$ cat src/include/acrr_pkg.sv
// constants and carrier types of the conversion result register bank
// assumes an apb master with 32-bit data and word-aligned addresses
//
// Contract
// - only reset class three clears result registers
// - unused bits 31:19 and 15:12 read zero
// - overrun set when unread result is overwritten
// - overrun only in overwrite mode, not software
// - reading result register clears overrun flag
// - fresh set on new result, cleared on read
// - bit 16 selects overwrite or hold-until-read
// - bits 11:0 hold latest accepted channel result
// - 8-bit result in 11:4, low four zero
// - 10-bit result in 11:2, low two zero
package acrr_pkg;

	// ----------------------------------------------------------------
	// register map
	// ----------------------------------------------------------------
	localparam logic [11:0] OFS_RESULT_CH3 = 12'h064;
	localparam logic [11:0] OFS_RESULT_CH4 = 12'h060;
	localparam logic [11:0] OFS_IRQ_STATUS = 12'h100;
	localparam logic [11:0] OFS_IRQ_MASK   = 12'h104;

	// ----------------------------------------------------------------
	// field positions and reset values
	// ----------------------------------------------------------------
	localparam int          POS_OVERRUN    = 18;
	localparam int          POS_FRESH      = 17;
	localparam int          POS_HOLD       = 16;
	localparam int          RESULT_W       = 12;
	localparam logic [11:0] RST_RESULT     = 12'h000;
	localparam logic [1:0]  RST_MASK       = 2'h0;

	// conversion width delivered with a result
	typedef enum logic [1:0] {
		ACRR_RES_8  = 2'b00,
		ACRR_RES_10 = 2'b01
	} acrr_width_type;

	// one result delivered by the converter sequencing logic
	typedef struct packed {
		logic           valid;
		acrr_width_type width;
		logic [9:0]     raw;
	} acrr_sample_type;

endpackage : acrr_pkg

$ cat src/rtl/acrr_bank.sv
// result holding registers for converter channels three and four
// assumes the sequencer runs on REF_CLK and pulses one result per cycle
// per channel; RESET_CLASS3_B is the heavy reset, RST_B the light one
`timescale 1ns/1ps
module acrr_bank #(
	parameter int NUM_CH = 2
) (
	input  wire logic                      REF_CLK,
	input  wire logic                      RST_B,
	input  wire logic                      RESET_CLASS3_B,
	input  wire logic                      PSEL,
	input  wire logic                      PENABLE,
	input  wire logic                      PWRITE,
	input  wire logic [11:0]               PADDR,
	input  wire logic [31:0]               PWDATA,
	input  wire logic [3:0]                PSTRB,
	output logic      [31:0]               PRDATA,
	output logic                           PREADY,
	output logic                           PSLVERR,
	input  wire acrr_pkg::acrr_sample_type SAMPLE_CH3,
	input  wire acrr_pkg::acrr_sample_type SAMPLE_CH4,
	input  wire logic                      SOFTWARE_MODE,
	output logic                           IRQ
);

	// ----------------------------------------------------------------
	// elaboration check
	// ----------------------------------------------------------------
	if (NUM_CH != 2) begin : g_bad_ch
		$error("acrr_bank serves exactly two channels");
	end

	// ----------------------------------------------------------------
	// bus decode
	// ----------------------------------------------------------------
	logic                        setup;
	logic [NUM_CH-1:0]           hit_ch;
	logic                        hit_sts;
	logic                        hit_msk;
	logic [NUM_CH-1:0]           rd_ch;
	logic [NUM_CH-1:0]           wr_ch;
	logic                        wr_sts;
	logic                        wr_msk;
	acrr_pkg::acrr_sample_type   smp [NUM_CH];
	logic [acrr_pkg::RESULT_W-1:0] sample_value [NUM_CH];
	logic [NUM_CH-1:0]           fresh_flag;
	logic [NUM_CH-1:0]           overwrite_flag;
	logic [NUM_CH-1:0]           hold_until_read;
	logic [NUM_CH-1:0]           take;
	logic [NUM_CH-1:0]           ovr_evt;
	logic [NUM_CH-1:0]           next_fresh;
	logic [NUM_CH-1:0]           next_overwrite;
	logic [2*NUM_CH-1:0]         irq_status;
	logic [2*NUM_CH-1:0]         irq_mask;
	logic [2*NUM_CH-1:0]         irq_evt;
	logic [31:0]                 next_prdata;

	assign smp[0] = SAMPLE_CH3;
	assign smp[1] = SAMPLE_CH4;

	// setup phase only: zero-wait answer, effect at the access edge
	assign setup   = PSEL && !PENABLE;
	assign hit_ch  = {PADDR == acrr_pkg::OFS_RESULT_CH4,
		PADDR == acrr_pkg::OFS_RESULT_CH3};
	assign hit_sts = PADDR == acrr_pkg::OFS_IRQ_STATUS;
	assign hit_msk = PADDR == acrr_pkg::OFS_IRQ_MASK;
	assign rd_ch   = (PSEL && PENABLE && !PWRITE) ? hit_ch : '0;
	assign wr_ch   = (PSEL && PENABLE && PWRITE && PSTRB[2]) ? hit_ch : '0;
	assign wr_sts  = PSEL && PENABLE && PWRITE && PSTRB[0] && hit_sts;
	assign wr_msk  = PSEL && PENABLE && PWRITE && PSTRB[0] && hit_msk;

	// ----------------------------------------------------------------
	// per channel result holding
	// ----------------------------------------------------------------
	for (genvar c = 0; c < NUM_CH; c++) begin : g_ch
		// a pending result blocks the write in hold mode
		assign take[c] = smp[c].valid &&
			!(hold_until_read[c] && fresh_flag[c]);
		assign ovr_evt[c] = take[c] && fresh_flag[c] && !rd_ch[c] &&
			!hold_until_read[c] && !SOFTWARE_MODE;
		// fresh wins over a read in the same cycle
		assign next_fresh[c] = take[c] ? 1'b1 :
			(rd_ch[c] ? 1'b0 : fresh_flag[c]);
		assign next_overwrite[c] = ovr_evt[c] ? 1'b1 :
			(rd_ch[c] ? 1'b0 : overwrite_flag[c]);

		// only the heavy reset class reaches these bits
		always_ff @(posedge REF_CLK or negedge RESET_CLASS3_B) begin
			if (!RESET_CLASS3_B) begin
				sample_value[c]    <= acrr_pkg::RST_RESULT;
				fresh_flag[c]      <= 1'b0;
				overwrite_flag[c]  <= 1'b0;
				hold_until_read[c] <= 1'b0;
			end else begin
				fresh_flag[c]     <= next_fresh[c];
				overwrite_flag[c] <= next_overwrite[c];
				if (wr_ch[c]) begin
					hold_until_read[c] <= PWDATA[acrr_pkg::POS_HOLD];
				end
				if (take[c]) begin
					if (smp[c].width == acrr_pkg::ACRR_RES_8) begin
						sample_value[c] <= {smp[c].raw[7:0], 4'h0};
					end else begin
						sample_value[c] <= {smp[c].raw, 2'h0};
					end
				end
			end
		end

		assign irq_evt[2*c]   = take[c];
		assign irq_evt[2*c+1] = ovr_evt[c];
	end

	// ----------------------------------------------------------------
	// interrupt status and mask
	// ----------------------------------------------------------------
	// status: new result and overrun per channel; a set beats a clear
	always_ff @(posedge REF_CLK or negedge RST_B) begin
		if (!RST_B) begin
			irq_status <= '0;
		end else begin
			irq_status <= irq_evt |
				(irq_status & ~(wr_sts ? PWDATA[2*NUM_CH-1:0] : '0));
		end
	end

	always_ff @(posedge REF_CLK or negedge RST_B) begin
		if (!RST_B) begin
			irq_mask <= {2{acrr_pkg::RST_MASK}};
		end else if (wr_msk) begin
			irq_mask <= PWDATA[2*NUM_CH-1:0];
		end
	end

	always_ff @(posedge REF_CLK or negedge RST_B) begin
		if (!RST_B) begin
			IRQ <= 1'b0;
		end else begin
			// next status against next mask: a masked event never shows
			IRQ <= |((irq_evt |
				(irq_status & ~(wr_sts ? PWDATA[2*NUM_CH-1:0] : '0))) &
				(wr_msk ? PWDATA[2*NUM_CH-1:0] : irq_mask));
		end
	end

	// ----------------------------------------------------------------
	// read data
	// ----------------------------------------------------------------
	// captured at setup so the access edge returns pre-read contents
	always_comb begin
		next_prdata = 32'h0000_0000;
		for (int i = 0; i < NUM_CH; i++) begin
			if (hit_ch[i]) begin
				next_prdata[acrr_pkg::POS_OVERRUN] = overwrite_flag[i];
				next_prdata[acrr_pkg::POS_FRESH]   = fresh_flag[i];
				next_prdata[acrr_pkg::POS_HOLD]    = hold_until_read[i];
				next_prdata[11:0]                  = sample_value[i];
			end
		end
		if (hit_sts) begin
			next_prdata[2*NUM_CH-1:0] = irq_status;
		end
		if (hit_msk) begin
			next_prdata[2*NUM_CH-1:0] = irq_mask;
		end
	end

	always_ff @(posedge REF_CLK or negedge RST_B) begin
		if (!RST_B) begin
			PRDATA  <= 32'h0000_0000;
			PSLVERR <= 1'b0;
			PREADY  <= 1'b0;
		end else begin
			PREADY <= setup;
			if (setup) begin
				PRDATA  <= PWRITE ? 32'h0000_0000 : next_prdata;
				PSLVERR <= !(|hit_ch || hit_sts || hit_msk);
			end
		end
	end

	// ----------------------------------------------------------------
	// checks
	// ----------------------------------------------------------------
	property p_read_clears;
		@(posedge REF_CLK) disable iff (!RESET_CLASS3_B)
		rd_ch[0] && !take[0] |=> !fresh_flag[0] && !overwrite_flag[0];
	endproperty
	a_read_clears: assert property (p_read_clears)
		else $error("read did not clear flags");

	property p_overrun;
		@(posedge REF_CLK) disable iff (!RESET_CLASS3_B)
		SAMPLE_CH3.valid && fresh_flag[0] && !hold_until_read[0] &&
			!SOFTWARE_MODE && !rd_ch[0] |=> overwrite_flag[0];
	endproperty
	a_overrun: assert property (p_overrun)
		else $error("overrun not flagged");

	property p_no_ovr_hold;
		@(posedge REF_CLK) disable iff (!RESET_CLASS3_B)
		!overwrite_flag[1] && (hold_until_read[1] || SOFTWARE_MODE)
			|=> !overwrite_flag[1];
	endproperty
	a_no_ovr_hold: assert property (p_no_ovr_hold)
		else $error("overrun set while forbidden");

	property p_fresh_set;
		@(posedge REF_CLK) disable iff (!RESET_CLASS3_B)
		SAMPLE_CH4.valid && !fresh_flag[1] |=> fresh_flag[1];
	endproperty
	a_fresh_set: assert property (p_fresh_set)
		else $error("fresh flag not set");

	property p_hold;
		@(posedge REF_CLK) disable iff (!RESET_CLASS3_B)
		hold_until_read[0] && fresh_flag[0] |=> $stable(sample_value[0]);
	endproperty
	a_hold: assert property (p_hold)
		else $error("pending result overwritten");

	property p_pad8;
		@(posedge REF_CLK) disable iff (!RESET_CLASS3_B)
		take[0] && SAMPLE_CH3.width == acrr_pkg::ACRR_RES_8
			|=> sample_value[0] == {$past(SAMPLE_CH3.raw[7:0]), 4'h0};
	endproperty
	a_pad8: assert property (p_pad8)
		else $error("8-bit placement wrong");

	property p_pad10;
		@(posedge REF_CLK) disable iff (!RESET_CLASS3_B)
		take[1] && SAMPLE_CH4.width == acrr_pkg::ACRR_RES_10
			|=> sample_value[1] == {$past(SAMPLE_CH4.raw), 2'h0};
	endproperty
	a_pad10: assert property (p_pad10)
		else $error("10-bit placement wrong");

	property p_reserved;
		@(posedge REF_CLK) disable iff (!RST_B)
		PREADY |-> PRDATA[31:19] == 13'h0 && PRDATA[15:12] == 4'h0;
	endproperty
	a_reserved: assert property (p_reserved)
		else $error("reserved bits not zero");

	property p_mode_write;
		@(posedge REF_CLK) disable iff (!RESET_CLASS3_B)
		wr_ch[1] |=> hold_until_read[1] == $past(PWDATA[acrr_pkg::POS_HOLD]);
	endproperty
	a_mode_write: assert property (p_mode_write)
		else $error("mode bit not written");

	property p_light_reset;
		@(posedge REF_CLK) disable iff (!RESET_CLASS3_B)
		$fell(RST_B) && $past(take) == '0 && $past(rd_ch) == '0 &&
			$past(wr_ch) == '0
			|-> $stable({fresh_flag, overwrite_flag, hold_until_read});
	endproperty
	a_light_reset: assert property (p_light_reset)
		else $error("light reset touched result flags");

endmodule : acrr_bank

$ cat config.mk
export PLATFORM = sky130hd
export DESIGN_NAME = acrr_bank
export DESIGN_NICKNAME = d
export VERILOG_FILES = /design/src/include/acrr_pkg.sv /design/src/rtl/acrr_bank.sv
export SDC_FILE = /design/constraint.sdc
export NUM_CORES = 1
export LEC_CHECK = 0
export ABC_AREA = 1
export ABC_CLOCK_PERIOD_IN_PS = 2000
export BUFFER_PORTS_ARGS = -buffer_cell sky130_fd_sc_hd__buf_2
export CAP_MARGIN = 30
export CORE_MARGIN = 2
export CORE_UTILIZATION = 40
export CTS_CLUSTER_DIAMETER = 150
export DETAILED_ROUTE_END_ITERATION = 10
export GPL_ROUTABILITY_DRIVEN = 0
export PLACE_DENSITY = 0.7
export SLEW_MARGIN = 5
export SYNTH_ARGS = -nofsm -noshare
export SYNTH_HDL_FRONTEND = slang
export SYNTH_SLANG_ARGS = --single-unit
$ cat constraint.sdc
create_clock -name REF_CLK -period 2 [get_ports REF_CLK]
set_clock_uncertainty 0.2 [all_clocks]
set_input_delay 0.2 -clock REF_CLK [delete_from_list [all_inputs] [get_ports REF_CLK]]
set_output_delay 0.2 -clock REF_CLK [all_outputs]
set_load 0.1 [all_outputs]
==> out/results.ini, run 1 <==
[route]
wl_met3_um=368
wl_met1_mm=3.078
drc=0
routed.top_layer=met4
dr.pass1.iters=4
met2_length_mm=3.240
finalWirelength_mm=6.843
antenna_left=0
vias_per_cell=4.869
drt_iter0_drc=96
vias=2595
routedWlPerCell_um=12.84

[synth]
synth_top_area_frac=0.4738
synthFlopType=dfrtp_1
syn_area_um2=2746
synthTopCellsByArea=dfrtp_1 (47%), nand2_1 (9.6%), o21ai_0 (6.6%)
synth-async-reset-ratio=1.000
synth_cell_types=29
synth_area_leader_cell=dfrtp_1
syn_area_per_cell_um2=7.984
ys_ff_latch=52
netlist_instances=344
synth_edf_count=0
synth-seq-area-share=0.4738
ys_warn_count=0

[timing]
setup_violations=0
slew_headroom=0.5915
finalHoldViolCount=0
fmax_mhz=521.1
min_period_over_period=0.9595
fin_ws_ns=0.08102
maxSlewViolCount=0
worst_slew_pin_slew_ns=0.6127
setup_tns_ns=0
min_period_ns=1.919

[setup_path]
reg2reg_from=fresh_flag[0]$_DFFE_PN0P_
required_ns=2.06
path_class=flip-flop to flip-flop
reg2reg_to=sample_value[22]$_DFFE_PN0P_
worst_r2r_path_depth=5
slowest_delay_ns=0.57
crit_path_start_kind=flip-flop
rrSetupSlack_ns=0.08
crit_path_cell_trace=a21oi_1 -> buf_4 -> o21ai_0 -> o22ai_1 -> dlygate4sd3_1
slowest_stage=dlygate4sd3_1
worst-path-max-fanout=20
critPathArrivalTime_ns=1.98
end_kind=flip-flop

[finish]
fin_nets=533
drive_gt1_frac=0.2406
syn_to_final_growth_pct=30.02
diodes=0
finalNonFillerCells=533

[clock_tree]
cts_buffers=5
cts_buffer_depth=2
insertion_delay_ns=0.31
cts.htree.levels=2
cts_root_buf=clkbuf_8
cts_sinks=52
cts_tree=yes
clkTransAtPathRegs_ns=0.10

[floorplan]
die_w_um=86.86
start_util=0.4088
core_um2=6719
row_count=30
pin_count=116
die_area_um2=7545
fp.dieH_um=86.86

[place]
place_ws_ns=0.3069
hpwl_mm=4.815
placed_cells=490
io_buffers=69

[global_routing]
grt_pass1_wl_mm=10.94
grt_overflow_total=0
grt_max_degree=27
grtUsageTotal=0.1858
antenna_found_initial=0
first_global_vias=2424

[power]
ir_drop_mv=0.5854
power_density_nw_per_um2=714.3
leakagePower_nw=1.866
p_total_mw=2.551

[worst_hold_path]
hold_start=SOFTWARE_MODE
min_path_cells=4
worstHoldPathType=input pin to flip-flop
hold_path_end=overwrite_flag[1]$_DFFE_PN0P_

[flow_run]
maxCapViolations=0

[run_status]
outcome=complete, no violations

==> synth_stat cells, types with 2 or more instances <==
cell	count
nor2_4	5
nor2_2	4
o21ai_2	3
inv_1	46
o2111ai_1	2
dfrtp_1	52
clkbuf_1	4
nor3_1	3
nand4_1	7
nand2_2	4
o21ai_0	36
buf_4	17
clkinv_1	2
nand2_1	70
buf_2	2
o22ai_1	25
nor2_1	38
nand3_1	13
==> per-layer routing <==
layer	GRT usage	up-vias
met5	0	-
met4	0.07386	0
met3	0.02938	15
met2	0.3137	89
met1	0.2382	1191
li1	-	1300
==> what timing repair did <==
item | in CTS | in global routing
setup buffers | 0 | 6
hold buffers | 29 | 0
setup endpoints to repair | 0 | 2
gates resized for setup | 0 | 2
endpoints found under the hold margin | 78 | 0
==> stage by stage <==
step                cell area (um2)    util  hold WS [ns]
floorplan                      2806       -       -0.2956
global placement               3128  0.4655       0.03227
detailed placement             3128  0.4655       0.03862
finish                         3571  0.5315       0.01743
CTS                            3506  0.5218       0.01434
global route                   3571  0.5315       0.02188
==> cell type report <==
cell class	instances	area (um2)
clock buffer	5	68.82
sequential	52	1301
clock inverter	3	18.77
tap	80	100.1
multi-input combinational	234	1156
timing repair buffer	110	742.0
fill	662	3148
inverter	49	183.9
==> flip-flops by register name, summed over array words and instances (netlist names) <==
signal / flops
irq_status: 4
overwrite_flag: 2
PRDATA: 15
irq_mask: 4
IRQ: 1
hold_until_read: 2
fresh_flag: 2
PSLVERR: 1
PREADY: 1
sample_value: 20
==> cell families (layout without fill, tap and decap cells) <==
| group | after synthesis | count (layout) | share of synthesized area |
|---|---|---|---|
| simple gates | 146 | 146 | 0.2451 |
| buf+inv | 74 | 167 | 0.1285 |
| compound gates | 71 | 71 | 0.1513 |
| flops | 52 | 52 | 0.4738 |
| other cells | 1 | 17 | 0.001365 |
==> worst max-delay path, delay by kind of cell, from the launching register on <==
family                 cells  cell delay [ns]
AO/OA/AOI/OAI              3             0.44
buffers and inverters      2             0.83
flip-flops                 1             0.41
==> report_power, final <==
part / switching [mW] / leakage (nW) / total, mW / internal (mW)
Sequential: 0.0468 / 0.633 / 1.23 / 1.18
Clock: 0.355 / 0.0479 / 0.600 / 0.245
Combinational: 0.429 / 1.18 / 0.722 / 0.294
==> worst max-delay path by stage <==
stage,from,to,slack [ns],cells past startpoint
after floorplan,PRDATA[17]$_DFFE_PN0P_,PRDATA[17]$_DFFE_PN0P_,0.58,1
after global placement,PSEL,PRDATA[3]$_DFFE_PN0P_,0.35,9
after detailed placement,PADDR[4],PRDATA[16]$_DFFE_PN0P_,0.31,8
after CTS,fresh_flag[1]$_DFFE_PN0P_,sample_value[9]$_DFFE_PN0P_,0.03,6
after global routing,fresh_flag[1]$_DFFE_PN0P_,sample_value[9]$_DFFE_PN0P_,-0.009,6
final,fresh_flag[0]$_DFFE_PN0P_,sample_value[22]$_DFFE_PN0P_,0.08,5
==> layout by cell type (no fill, tap or decap), types with 2 or more instances in the layout <==
cell type	count
inv_1	46
clkinv_2	2
conb_1	17
clkbuf_8	5
nor2_4	5
nor3_1	3
o22ai_1	25
nand3_1	13
nor2_2	4
dfrtp_1	52
o21ai_2	3
o21ai_0	36
nand4_1	7
nor2_1	38
o2111ai_1	2
nand2_2	4
dlygate4sd3_1	29
buf_4	10
clkinv_1	2
buf_2	69
nand2_1	70
(Power assumes the default switching activity.)
==> inputs of run 2 (changes only) <==
- ABC_AREA: 1 -> unset
==> run 2 against run 1 <==
The run now ends with design-rule violations left. Register-to-register slack better by 0.35 ns. Hold slack lost 0.012 ns. Die area fell by 2.5%. Sequential share of layout area rose by 1.7 points. Sequential power is 9% lower. Worst setup slack better by 0.016 ns. Critical path type is now input pin to flip-flop. Largest power group unchanged.
==> out/results.ini, run 2 <==
[route]
vias=2207
drc=6
finalWirelength_mm=5.942
routedWlPerCell_um=13.69
dr.pass1.iters=9
drt_iter0_drc=144
antenna_left=0
vias_per_cell=5.085

[worst_hold_path]
hold_path_end=sample_value[21]$_DFFE_PN0P_
hold_start=SAMPLE_CH3[7]
worstHoldPathType=input pin to flip-flop
min_path_cells=3

[synth]
synthFlopType=dfrtp_1
syn_area_per_cell_um2=10.25
ys_warn_count=0
yosysMostFrequentCell=dfrtp_1
netlist_instances=261
synth_edf_count=0
synth-async-reset-ratio=1.000
synthTopCellsByArea=dfrtp_1 (49%), mux2i_1 (7.5%), buf_4 (5.1%)
synth_common_cells=dfrtp_1 (52), nand2_1 (21), nor2_1 (21), mux2i_1 (20), buf_4 (18)
ys_ff_latch=52
synth_area_leader_cell=dfrtp_1
syn_area_um2=2675
synth_top_area_frac=0.4864
synth_cell_types=40
synth-seq-area-share=0.4864

[clock_tree]
cts_buffer_depth=2
cts_sinks=52
cts_tree=yes
cts_buffers=5
cts_root_buf=clkbuf_8
insertion_delay_ns=0.32
clkTransAtPathRegs_ns=0.10
cts.htree.levels=2
post-cts-setup-buffers=0

[finish]
final_cell_area_um2=3415
drive_gt1_frac=0.2969
max_flop_register=sample_value
syn_to_final_growth_pct=27.64
final_cell_mix=buf_2 (69), dfrtp_1 (52), nand2_1 (21), nor2_1 (21), mux2i_1 (20)
nFillCells=587
fin_nets=437
largest_reg_flops=20
final_common_cell=buf_2
finish.utilization=0.5317
diodes=0
top_regs=sample_value x20, PRDATA x15

[setup_path]
rrSetupSlack_ns=0.43
worst_r2r_path_depth=4
required_ns=2.04
reg2reg_from=hold_until_read[1]$_DFFE_PN0P_
crit_path_start_kind=input pin
path_class=input pin to flip-flop
critPathArrivalTime_ns=1.94
worst-path-max-fanout=4
reg2reg_to=IRQ$_DFF_PN0_
end_kind=flip-flop

[global_routing]
grt_pass1_wl_mm=10.05
first_global_vias=2182
antenna_found_initial=0
grt_overflow_total=0
grtUsageTotal=0.1737
grt_max_degree=27

[place]
hpwl_mm=4.514
io_buffers=69
place_ws_ns=-0.2647
place_area_um2=3113

[timing]
min_period_ns=1.903
rsz0062_at_grt=no
slew_headroom=0.6120
worst_slew_pin_slew_ns=0.5820
maxSlewViolCount=0
min_period_over_period=0.9514
fmax_mhz=525.6
setup_violations=0
finalHoldWorstSlack_ns=0.005164
setup_tns_ns=0
finalHoldViolCount=0
fin_ws_ns=0.09728

[floorplan]
fp.dieH_um=85.78
core_um2=6422
die_w_um=85.78
row_count=29
die_area_um2=7358
pin_count=116
start_util=0.4165

[power]
leakagePower_nw=1.621
power_density_nw_per_um2=704.3
ir_drop_mv=0.4054

[run_status]
outcome=complete, but fails checks
violations=design-rule violations

[flow_run]
maxCapViolations=0

## run 2: changes by cell type after synthesis, moves of 13 or more
cell | previous run | this run
a21oi_1 | 1 | 16
o21ai_0 | 36 | 8
nor2_1 | 38 | 21
o22ai_1 | 25 | 4
nand3_1 | 13 | 0
mux2i_1 | 0 | 20
nand2_1 | 70 | 21
inv_1 | 46 | 7
## run 2: logic make-up after synthesis
logic type | after synthesis | synth area share
simple gates | 79 | 0.1810
compound gates | 70 | 0.1618
flops | 52 | 0.4864
buf+inv | 37 | 0.08606
mux | 22 | 0.08325
other cells | 1 | 0.001402
## run 2: worst max-delay path by stage
stage               startpoint                    end  slack [ns]  depth (start not counted)
floorplan             PADDR[1]          IRQ$_DFF_PN0_        0.07                          6
global placement      PADDR[1]          IRQ$_DFF_PN0_       -0.19                          7
detailed placement    PADDR[1]          IRQ$_DFF_PN0_       -0.26                          7
CTS                   PADDR[1]          IRQ$_DFF_PN0_        0.06                          7
global route          PADDR[1]          IRQ$_DFF_PN0_       0.004                          8
finish                PADDR[1]  PRDATA[0]$_DFFE_PN0P_         0.1                          7
## run 2: per-stage QoR
stage / std cells / power [mW]
floorplan: 277 / 1.437
global placement: 410 / 1.524
detailed placement: 410 / 1.532
CTS: 434 / 2.423
global route: 434 / 2.499
finish: 434 / 2.405
## run 2: layout make-up
class	instances	area (um2)	share of cell area
Clock buffer	5	68.82	0.02015
Clock inverter	3	68.82	0.02015
Inverter	7	26.28	0.007695
Multi-Input combinational cell	188	1204	0.3525
Sequential cell	52	1301	0.3811
Tap cell	77	96.34	0.02822
Timing Repair Buffer	102	649.4	0.1902
## run 2: worst max-delay path: stages
cell	delay, ns
buf_2	0.09
or4_1	0.53
buf_4	0.18
buf_4	0.16
or3_4	0.38
or2_1	0.26
o21ai_1	0.14
## run 2: power breakdown
| part | leakage [nW] | total, mW | internal (mW) | switching, mW |
|---|---|---|---|---|
| sequential | 0.630 | 1.12 | 1.10 | 0.0279 |
| combinational | 0.922 | 0.412 | 0.120 | 0.293 |
| clock | 0.0687 | 0.869 | 0.504 | 0.365 |
## run 2: what timing repair did
| item | 4_1_cts | 5_1_grt |
|---|---|---|
| setup endpoints to repair | 0 | 2 |
| hold buffers | 16 | 0 |
| hold endpoints to repair | 66 | 0 |
| gates resized for setup | 0 | 2 |
## run 2: routing by layer
metal	vias up	track usage	wire, um
met4	0	0.05772	87
met3	6	0.03272	323
met2	74	0.2962	2947
met1	1049	0.2228	2584
li1	1078	-	-
met5	-	0	0
